<file path="src/hw/iop_pkg.sv">
// package of constants and carrier types for the port, reset and clocking block
package iop_pkg;
  localparam int         CYC_PER_MC      = 12;        // oscillator clocks per machine cycle
  localparam logic [3:0] MC_LAST         = 4'h5;      // six divided states make one machine cycle
  localparam logic [3:0] PH_RESET        = 4'h0;
  localparam logic [7:0] PORT_RESET      = 8'hFF;     // port read values loaded under reset
  localparam int         RST_HOLD_MC     = 2;         // machine cycles reset must stay high
  localparam logic [4:0] RST_HOLD_LAST   = 5'h17;     // clocks of reset, less one, before full reset
  localparam int         CMP_POS_BIT     = 0;
  localparam int         CMP_NEG_BIT     = 1;
  localparam int         CMP_OUT_BIT     = 6;
  localparam int         RXD_BIT         = 0;
  localparam int         TXD_BIT         = 1;
  localparam int         IRQ0_BIT        = 2;
  localparam int         IRQ1_BIT        = 3;
  localparam int         TMR0_BIT        = 4;
  localparam int         TMR1_BIT        = 5;
  localparam logic [7:0] P3_GPIO_MASK    = 8'hBF;     // bit 6 is no general I/O

  typedef enum logic [1:0] {
    IOP_RUN  = 2'b00,
    IOP_IDLE = 2'b01,
    IOP_DOWN = 2'b11
  } iop_mode_t;

  // alternate functions seen by the core and peripherals
  typedef struct packed {
    logic ser_rx;
    logic ext_irq_zero_pin;
    logic ext_irq_one_pin;
    logic timer_zero_count_pin;
    logic timer_one_count_pin;
    logic comparator_positive_input;
    logic comparator_negative_input;
  } iop_alt_t;

  typedef struct packed {
    logic [7:0]  p1_sync1;
    logic [7:0]  p1_sync2;
    logic [7:0]  p3_sync1;
    logic [7:0]  p3_sync2;
    logic [7:0]  p1_rd;
    logic [7:0]  p3_rd;
    logic [7:0]  p1_oe;
    logic [7:0]  p3_oe;
    iop_alt_t    alt;
    logic        div2;
    logic [3:0]  phase;
    logic        mc_tick;
    logic [4:0]  hold;
    logic        full_reset;
    iop_mode_t   mode;
    logic        cpu_run;
    logic        periph_run;
    logic        osc_stop;
  } iop_state_t;
endpackage

</file>
<file path="src/hw/iop_ports.sv">
// port pins, reset sequencing, machine-cycle clock and low-power modes
`timescale 1ns/1ps

// Summary of operation
// - reset high forces every port latch to one on the first clock edge, as reset is synchronous
// - full reset only after reset held high for two machine cycles
// - one machine cycle is twelve oscillator clocks; timing counts in that unit, except the reset hold, which counts clocks
// - oscillator feeds internal logic through a divide-by-two flip-flop; here only the phase counter uses it, all other flops run on the full clock
// - first port is 8-bit bidirectional; latch one makes pin a readable input
// - first port bits 0 and 1 are comparator positive and negative inputs
// - second port bit 6 is the comparator output, input only, no general I/O
// - second port bits 0-5 and 7 are pulled-up bidirectional pins
// - second port bit 0 is serial receive, bit 1 serial transmit
// - second port bits 2 and 3 are external interrupt 0 and 1 inputs
// - second port bits 4 and 5 are timer 0 and timer 1 count inputs
// - idle halts the cpu while ram, timers, serial and interrupts run
// - power-down stops the oscillator, keeps ram, disables all else
// - idle ends on any enabled interrupt or hardware reset
// - only hardware reset ends power-down; ram unchanged
module iop_ports (
  input  wire logic              clk,
  input  wire logic              reset,
  input  wire logic [7:0]        p1_latch,
  input  wire logic [7:0]        p3_latch,
  input  wire logic              ser_tx,
  input  wire logic              ser_tx_en,
  input  wire logic              cmp_out,
  input  wire logic              idle_req,
  input  wire logic              pdown_req,
  input  wire logic              irq_pending,
  input  wire logic [7:0]        p1_in,
  input  wire logic [7:0]        p3_in,
  output logic [7:0]             p1_out,
  output logic [7:0]             p1_oe,
  output logic [7:0]             p3_out,
  output logic [7:0]             p3_oe,
  output logic [7:0]             p1_rd,
  output logic [7:0]             p3_rd,
  output iop_pkg::iop_alt_t      alt,
  output logic                   osc_div2,
  output logic                   mc_tick,
  output logic                   full_reset,
  output logic                   cpu_run,
  output logic                   periph_run,
  output logic                   osc_stop
);

  iop_pkg::iop_state_t st;
  iop_pkg::iop_state_t next_st;
  logic [7:0]          p3_eff;

  // -----------------------------------------------------------------
  // next state
  // -----------------------------------------------------------------
  always_comb
  begin
    next_st = st;
    // pins pass two flops before anything reads them
    next_st.p1_sync1 = p1_in;
    next_st.p1_sync2 = st.p1_sync1;
    next_st.p3_sync1 = p3_in;
    next_st.p3_sync2 = st.p3_sync1;
    // latch one releases the pin; open-drain style pulls low only
    next_st.p1_oe = ~p1_latch;
    next_st.p3_oe = ~p3_eff & iop_pkg::P3_GPIO_MASK;
    next_st.div2 = ~st.div2;
    next_st.mc_tick = 1'b0;
    // phases advance on the divided clock only
    if (st.div2)
    begin
      if (st.phase == iop_pkg::MC_LAST)
      begin
        next_st.phase = iop_pkg::PH_RESET;
        next_st.mc_tick = 1'b1;
      end
      else
        next_st.phase = st.phase + 4'h1;
    end
    // inputs sampled once per machine cycle for the core
    if (st.mc_tick)
    begin
      next_st.p1_rd = st.p1_sync2;
      next_st.p3_rd = {cmp_out, st.p3_sync2[6:0]} & 8'hFF;
      next_st.p3_rd[iop_pkg::CMP_OUT_BIT] = cmp_out;
      next_st.p3_rd[7] = st.p3_sync2[7];
    end
    next_st.alt.comparator_positive_input = st.p1_sync2[iop_pkg::CMP_POS_BIT];
    next_st.alt.comparator_negative_input = st.p1_sync2[iop_pkg::CMP_NEG_BIT];
    next_st.alt.ser_rx = st.p3_sync2[iop_pkg::RXD_BIT];
    next_st.alt.ext_irq_zero_pin = st.p3_sync2[iop_pkg::IRQ0_BIT];
    next_st.alt.ext_irq_one_pin = st.p3_sync2[iop_pkg::IRQ1_BIT];
    next_st.alt.timer_zero_count_pin = st.p3_sync2[iop_pkg::TMR0_BIT];
    next_st.alt.timer_one_count_pin = st.p3_sync2[iop_pkg::TMR1_BIT];
    // reset hold counter counts clocks while reset stays high and saturates;
    // the machine-cycle clock is held under reset, so clocks are the unit here
    // and the limit is two machine cycles' worth of them
    next_st.full_reset = 1'b0;
    if (st.hold != iop_pkg::RST_HOLD_LAST + 5'h01)
      next_st.hold = st.hold + 5'h01;
    // mode machine
    case (st.mode)
      iop_pkg::IOP_RUN:
      begin
        if (pdown_req)
          next_st.mode = iop_pkg::IOP_DOWN;
        else if (idle_req)
          next_st.mode = iop_pkg::IOP_IDLE;
      end
      iop_pkg::IOP_IDLE:
      begin
        if (irq_pending)
          next_st.mode = iop_pkg::IOP_RUN;
      end
      iop_pkg::IOP_DOWN:
        next_st.mode = iop_pkg::IOP_DOWN;
      default:
        next_st.mode = iop_pkg::IOP_RUN;
    endcase
    // full reset comes after the mode machine so that it wins over it;
    // otherwise power-down would hold itself forever
    if (reset && st.hold == iop_pkg::RST_HOLD_LAST)
    begin
      next_st.full_reset = 1'b1;
      next_st.mode = iop_pkg::IOP_RUN;
    end
    next_st.cpu_run = (next_st.mode == iop_pkg::IOP_RUN);
    next_st.periph_run = (next_st.mode != iop_pkg::IOP_DOWN);
    next_st.osc_stop = (next_st.mode == iop_pkg::IOP_DOWN);
  end

  // serial transmit takes over bit 1 while the serial port drives it
  always_comb
  begin
    p3_eff = p3_latch;
    if (ser_tx_en)
      p3_eff[iop_pkg::TXD_BIT] = ser_tx;
  end

  // -----------------------------------------------------------------
  // state register; reset is synchronous, so latches recover on the
  // first edge with reset high; full reset waits two machine cycles.
  // the divider restarts under reset: without this it would never leave
  // its power-up unknown, as nothing else gives it a value
  // -----------------------------------------------------------------
  always_ff @(posedge clk)
  begin
    if (reset)
    begin
      st <= next_st;
      st.p1_oe <= 8'h00;
      st.p3_oe <= 8'h00;
      st.p1_rd <= iop_pkg::PORT_RESET;
      st.p3_rd <= iop_pkg::PORT_RESET;
      st.cpu_run <= 1'b0;
      st.periph_run <= 1'b0;
      st.osc_stop <= 1'b0;
      st.div2 <= 1'b0;
      st.phase <= iop_pkg::PH_RESET;
      st.mc_tick <= 1'b0;
    end
    else
    begin
      st <= next_st;
      st.hold <= 2'h0;
      st.full_reset <= 1'b0;
    end
  end

  // -----------------------------------------------------------------
  // outputs come straight from state flops, except p1_out and p3_out, which are tied low
  // -----------------------------------------------------------------
  assign p1_out     = 8'h00;
  assign p3_out     = 8'h00;
  assign p1_oe      = st.p1_oe;
  assign p3_oe      = st.p3_oe;
  assign p1_rd      = st.p1_rd;
  assign p3_rd      = st.p3_rd;
  assign alt        = st.alt;
  assign osc_div2   = st.div2;
  assign mc_tick    = st.mc_tick;
  assign full_reset = st.full_reset;
  assign cpu_run    = st.cpu_run;
  assign periph_run = st.periph_run;
  assign osc_stop   = st.osc_stop;

  // -----------------------------------------------------------------
  // checks
  // -----------------------------------------------------------------
  latch_release_a: assert property (@(posedge clk) reset |=> (p1_oe == 8'h00 && p3_oe == 8'h00))
    else $error("port latches not forced to one under reset");
  reset_hold_a: assert property (@(posedge clk) $rose(full_reset) |-> $past(reset, 2))
    else $error("full reset without reset held");
  mc_spacing_a: assert property (@(posedge clk) disable iff (reset)
    mc_tick |=> (!mc_tick [*8]) ##1 (!mc_tick [*3]) ##1 mc_tick)
    else $error("machine cycle not twelve clocks");
  div_toggle_a: assert property (@(posedge clk) disable iff (reset)
    !$past(reset) |-> osc_div2 != $past(osc_div2))
    else $error("divide-by-two flop did not toggle");
  p3_six_a: assert property (@(posedge clk) !p3_oe[6])
    else $error("comparator output bit driven as gpio");
  p1_release_a: assert property (@(posedge clk) disable iff (reset)
    p1_latch == 8'hFF |=> p1_oe == 8'h00)
    else $error("released pin still driven");
  idle_cpu_a: assert property (@(posedge clk) disable iff (reset)
    (cpu_run && idle_req && !pdown_req) |=> (!cpu_run && periph_run))
    else $error("idle did not halt only the cpu");
  pdown_stay_a: assert property (@(posedge clk) disable iff (reset)
    (!periph_run && !cpu_run && $past(!periph_run) && !$past(reset)) |=> !periph_run)
    else $error("left power-down without reset");
  idle_exit_a: assert property (@(posedge clk) disable iff (reset)
    (!cpu_run && periph_run && irq_pending) |=> cpu_run)
    else $error("idle not left on interrupt");
  rd_hold_a: assert property (@(posedge clk) disable iff (reset)
    !$past(mc_tick) && !$past(reset) |-> $stable(p1_rd) && $stable(p3_rd))
    else $error("port read value changed between machine cycles");
  tx_drive_a: assert property (@(posedge clk) disable iff (reset)
    ser_tx_en |=> p3_oe[iop_pkg::TXD_BIT] == !$past(ser_tx))
    else $error("serial transmit level not on its pin");

  idle_seen_c:  cover property (@(posedge clk) !cpu_run && periph_run);
  idle_exit_c:  cover property (@(posedge clk) (!cpu_run && periph_run) ##1 cpu_run);
  mc_tick_c:    cover property (@(posedge clk) disable iff (reset) mc_tick);
  pdown_seen_c: cover property (@(posedge clk) !periph_run && !reset);
  reset_full_c: cover property (@(posedge clk) full_reset);
endmodule

</file>
<file path="config.mk">
export PLATFORM = sky130hd
export DESIGN_NAME = iop_ports
export DESIGN_NICKNAME = d
export VERILOG_FILES = /design/src/hw/iop_pkg.sv /design/src/hw/iop_ports.sv
export SDC_FILE = /design/constraint.sdc
export NUM_CORES = 1
export LEC_CHECK = 0
export BUFFER_PORTS_ARGS = -buffer_cell sky130_fd_sc_hd__buf_2
export CORE_UTILIZATION = 52
export DETAILED_ROUTE_END_ITERATION = 8
export GPL_TIMING_DRIVEN = 1
export HOLD_SLACK_MARGIN = 0.12
export PLACE_DENSITY_LB_ADDON = 0.08
export SLEW_MARGIN = 20
export SYNTH_ARGS = -nofsm -noshare
export SYNTH_HDL_FRONTEND = slang
export SYNTH_SLANG_ARGS = --single-unit
</file>
<file path="constraint.sdc">
create_clock -name clk -period 3.1 [get_ports clk]
set_input_delay 0.465 -clock clk [delete_from_list [all_inputs] [get_ports clk]]
set_output_delay 0.465 -clock clk [all_outputs]
set_load 0.01 [all_outputs]
</file>
==> impl_metrics.toml <==
[timing]
finalHoldViolCount = 0
rsz0062_at_grt = "false"
max_freq_ghz = 0.701
fin_crit_sh = 0.460
holdWs_ns = 0.215
max_slew.worst_pin.slew_ns = 0.524
skew_ns = 0.00561
finalSetupViolCount = 0
maxSlewViolCount = 0
max_slew_margin = 0.650
period_needed_ns = 1.43
fin_tns_setup_ns = 0

[run]
drv_cap = 0

[clock_network]
clockRootBuffer = "clkbuf_8"
htreeDepth = 3
cts_made_buffers = 9
clockBufferDepth = 2
postCtsHoldBufs = 0
clkSlewWorstSetupHoldPaths_ns = 0.08
cts_tree = "done"
post_cts_resized = 0
post_cts_buffers = 0
numClockSinks = 85
clk_latency_ns = 0.34

[finish]
nets = 334
diodes = 0
fillCellCount = 459
post-route-util = 0.602
finalNonFillerCells = 367
final_layout_size_suffix_gt1_frac = 0.340
area_growth_pct = 11.5

[floorplanning]
start_util = 0.540
dieArea_sq_um = 5640
die_w_um = 75.1
ios = 101
coreArea_sq_um = 5140
core.rowCount = 26
dieHeight_um = 75.1

[power_and_ir_drop]
powerDensity_nw_per_um2 = 693
power_uw = 2150
vdd_drop_max_v = 0.000445
p_leak_uw = 0.00138

[yosys]
avgSynthCellArea_sq_um = 11.3
ys_seq_area_frac = 0.613
syn_area_sq_um = 2780
syn-instance-count = 245
ys_ff_latch = 85
synthDistinctLibCells = 29
ys.flop_type = "dfxtp_1"
async_flop_share = 0
yosys_warnings = 0
synth-edff-count = 0

[worst_setup_path]
crit_buf_inv = 1
critPathRequiredTime_ns = 2.63
cp_max_fo = 6
critical-path-max-stage-delay_ns = 0.45
cp_top_family = "flip-flops"
start_kind = "flip-flop"
path_cells = "buf_2"
end_kind = "output pin"
cp_slowest_cell = "dfxtp_1"
path_class = "reg2out"
crit_arrival_ns = 0.96

[drt]
dr.pass1.iters = 4
wl_per_cell_um = 9.83
drtAntennaViolNets = 0
drtIter0Drc = 41
wl_um = 3610
vias_per_cell = 4.23
num_vias = 1551
drc_errors = 0

[grt]
grt_max_degree = 33
grt_pass1_wl_um = 5340
grt_usage = 0.132
antenna_found_initial = 0
grt_pass1_vias = 1247
grt_overflow = 0

[place]
place.port_buffers = 81
placed_cells = 351
globalplace.congestion = 0.682
place_hpwl_um = 2300

[min_path]
holdCritPathClass = "in2reg"

[run_status]
outcome = "completed"
==> path summary, 6_finish.rpt <==
check                    from           to  slack (ns)  cells after the start
setup / recovery     osc_div2     osc_div2        1.67                      1
hold / removal       p1_in[5]  next_st[77]        0.22                      1
setup reg to reg        st[6]        st[6]        1.91                      5
hold reg to reg   next_st[73]  next_st[17]        0.33                      0
==> registers in the layout, summed over array words and instances, names as in the netlist, 7 cells and up <==
| register | cells |
|---|---|
| p1_oe | 8 |
| st | 19 |
| alt | 7 |
| next_st | 22 |
| p1_rd | 8 |
| p3_oe | 7 |
| p3_rd | 8 |
==> synthesized netlist by cell type, types with 3 or more instances <==
master    n  area share
a211o_1  16       0.050
a21oi_1   3      0.0054
and2_1    4      0.0090
buf_2     4      0.0072
buf_4    55        0.15
dfxtp_1  85        0.61
inv_1     3      0.0041
nand2_1   4      0.0054
nand3_1   3      0.0054
nor2_1   20       0.027
nor2b_1  19       0.043
o21ai_0   4      0.0072
xnor2_1   4       0.013
==> stage by stage <==
step                      instance area, sq um  worst slack (ns)
after global routing                      3100              1.61
after detailed placement                  2880              1.61
after floorplan                           2840              2.00
final                                     3100              1.67
after global placement                    2880              1.60
after CTS                                 3100              1.65
==> report_power, final <==
group | leakage, uW | total [uW] | internal (uW) | switching, uW
Sequential | 0.000707 | 1190 | 1160 | 26.1
Clock | 0.0000985 | 817 | 452 | 365
Combinational | 0.000571 | 143 | 65.2 | 77.5
==> routing by layer <==
layer	part of all wire	track usage	wire length, um
met1	0.50	0.164	1800
met2	0.41	0.178	1480
met3	0.078	0.0629	280
met4	0.016	0.0943	56
met5	0	0	0
==> cells by family (layout without fill, tap and decap cells) <==
family | count (synthesis) | count (layout) | synth area share
AO/OA/AOI/OAI | 25 | 25 | 0.0689
XOR/XNOR | 6 | 6 | 0.0189
adder cells (fa/ha/maj) | 2 | 2 | 0.00901
buffers and inverters | 66 | 102 | 0.171
flip-flops | 85 | 85 | 0.613
other | 1 | 17 | 0.00135
AND/OR/NAND/NOR | 60 | 60 | 0.118
==> layout make-up <==
type                       instances  area, sq um  area share
tap                               70         87.6      0.0283
timing repair buffer              83          420       0.136
clock inverter                     6         87.6      0.0283
multi-input combinational        110          661       0.213
sequential                        85         1700       0.549
inverter                           3         11.3     0.00364
clock buffer                      10          128      0.0412
==> placed cells by master, fill, tap and decap left out <==
cell type and instances:
a211o_1 16, a211oi_1 1, a21oi_1 3, a21oi_2 1, and2_1 4, and3_1 1
and3b_1 1, buf_2 81, buf_4 2, bufinv_16 2, clkbuf_1 1, clkbuf_8 9
clkinv_2 1, clkinvlp_4 3, conb_1 17, dfxtp_1 85, ha_1 2, inv_1 3
nand2_1 4, nand2_2 1, nand3_1 3, nand4_1 1, nand4b_1 2, nor2_1 20
nor2b_1 19, nor2b_4 1, nor3_1 1, nor4b_1 1, o21ai_0 4, or3_1 1
xnor2_1 4, xor2_1 2
(Power assumes the default switching activity.)
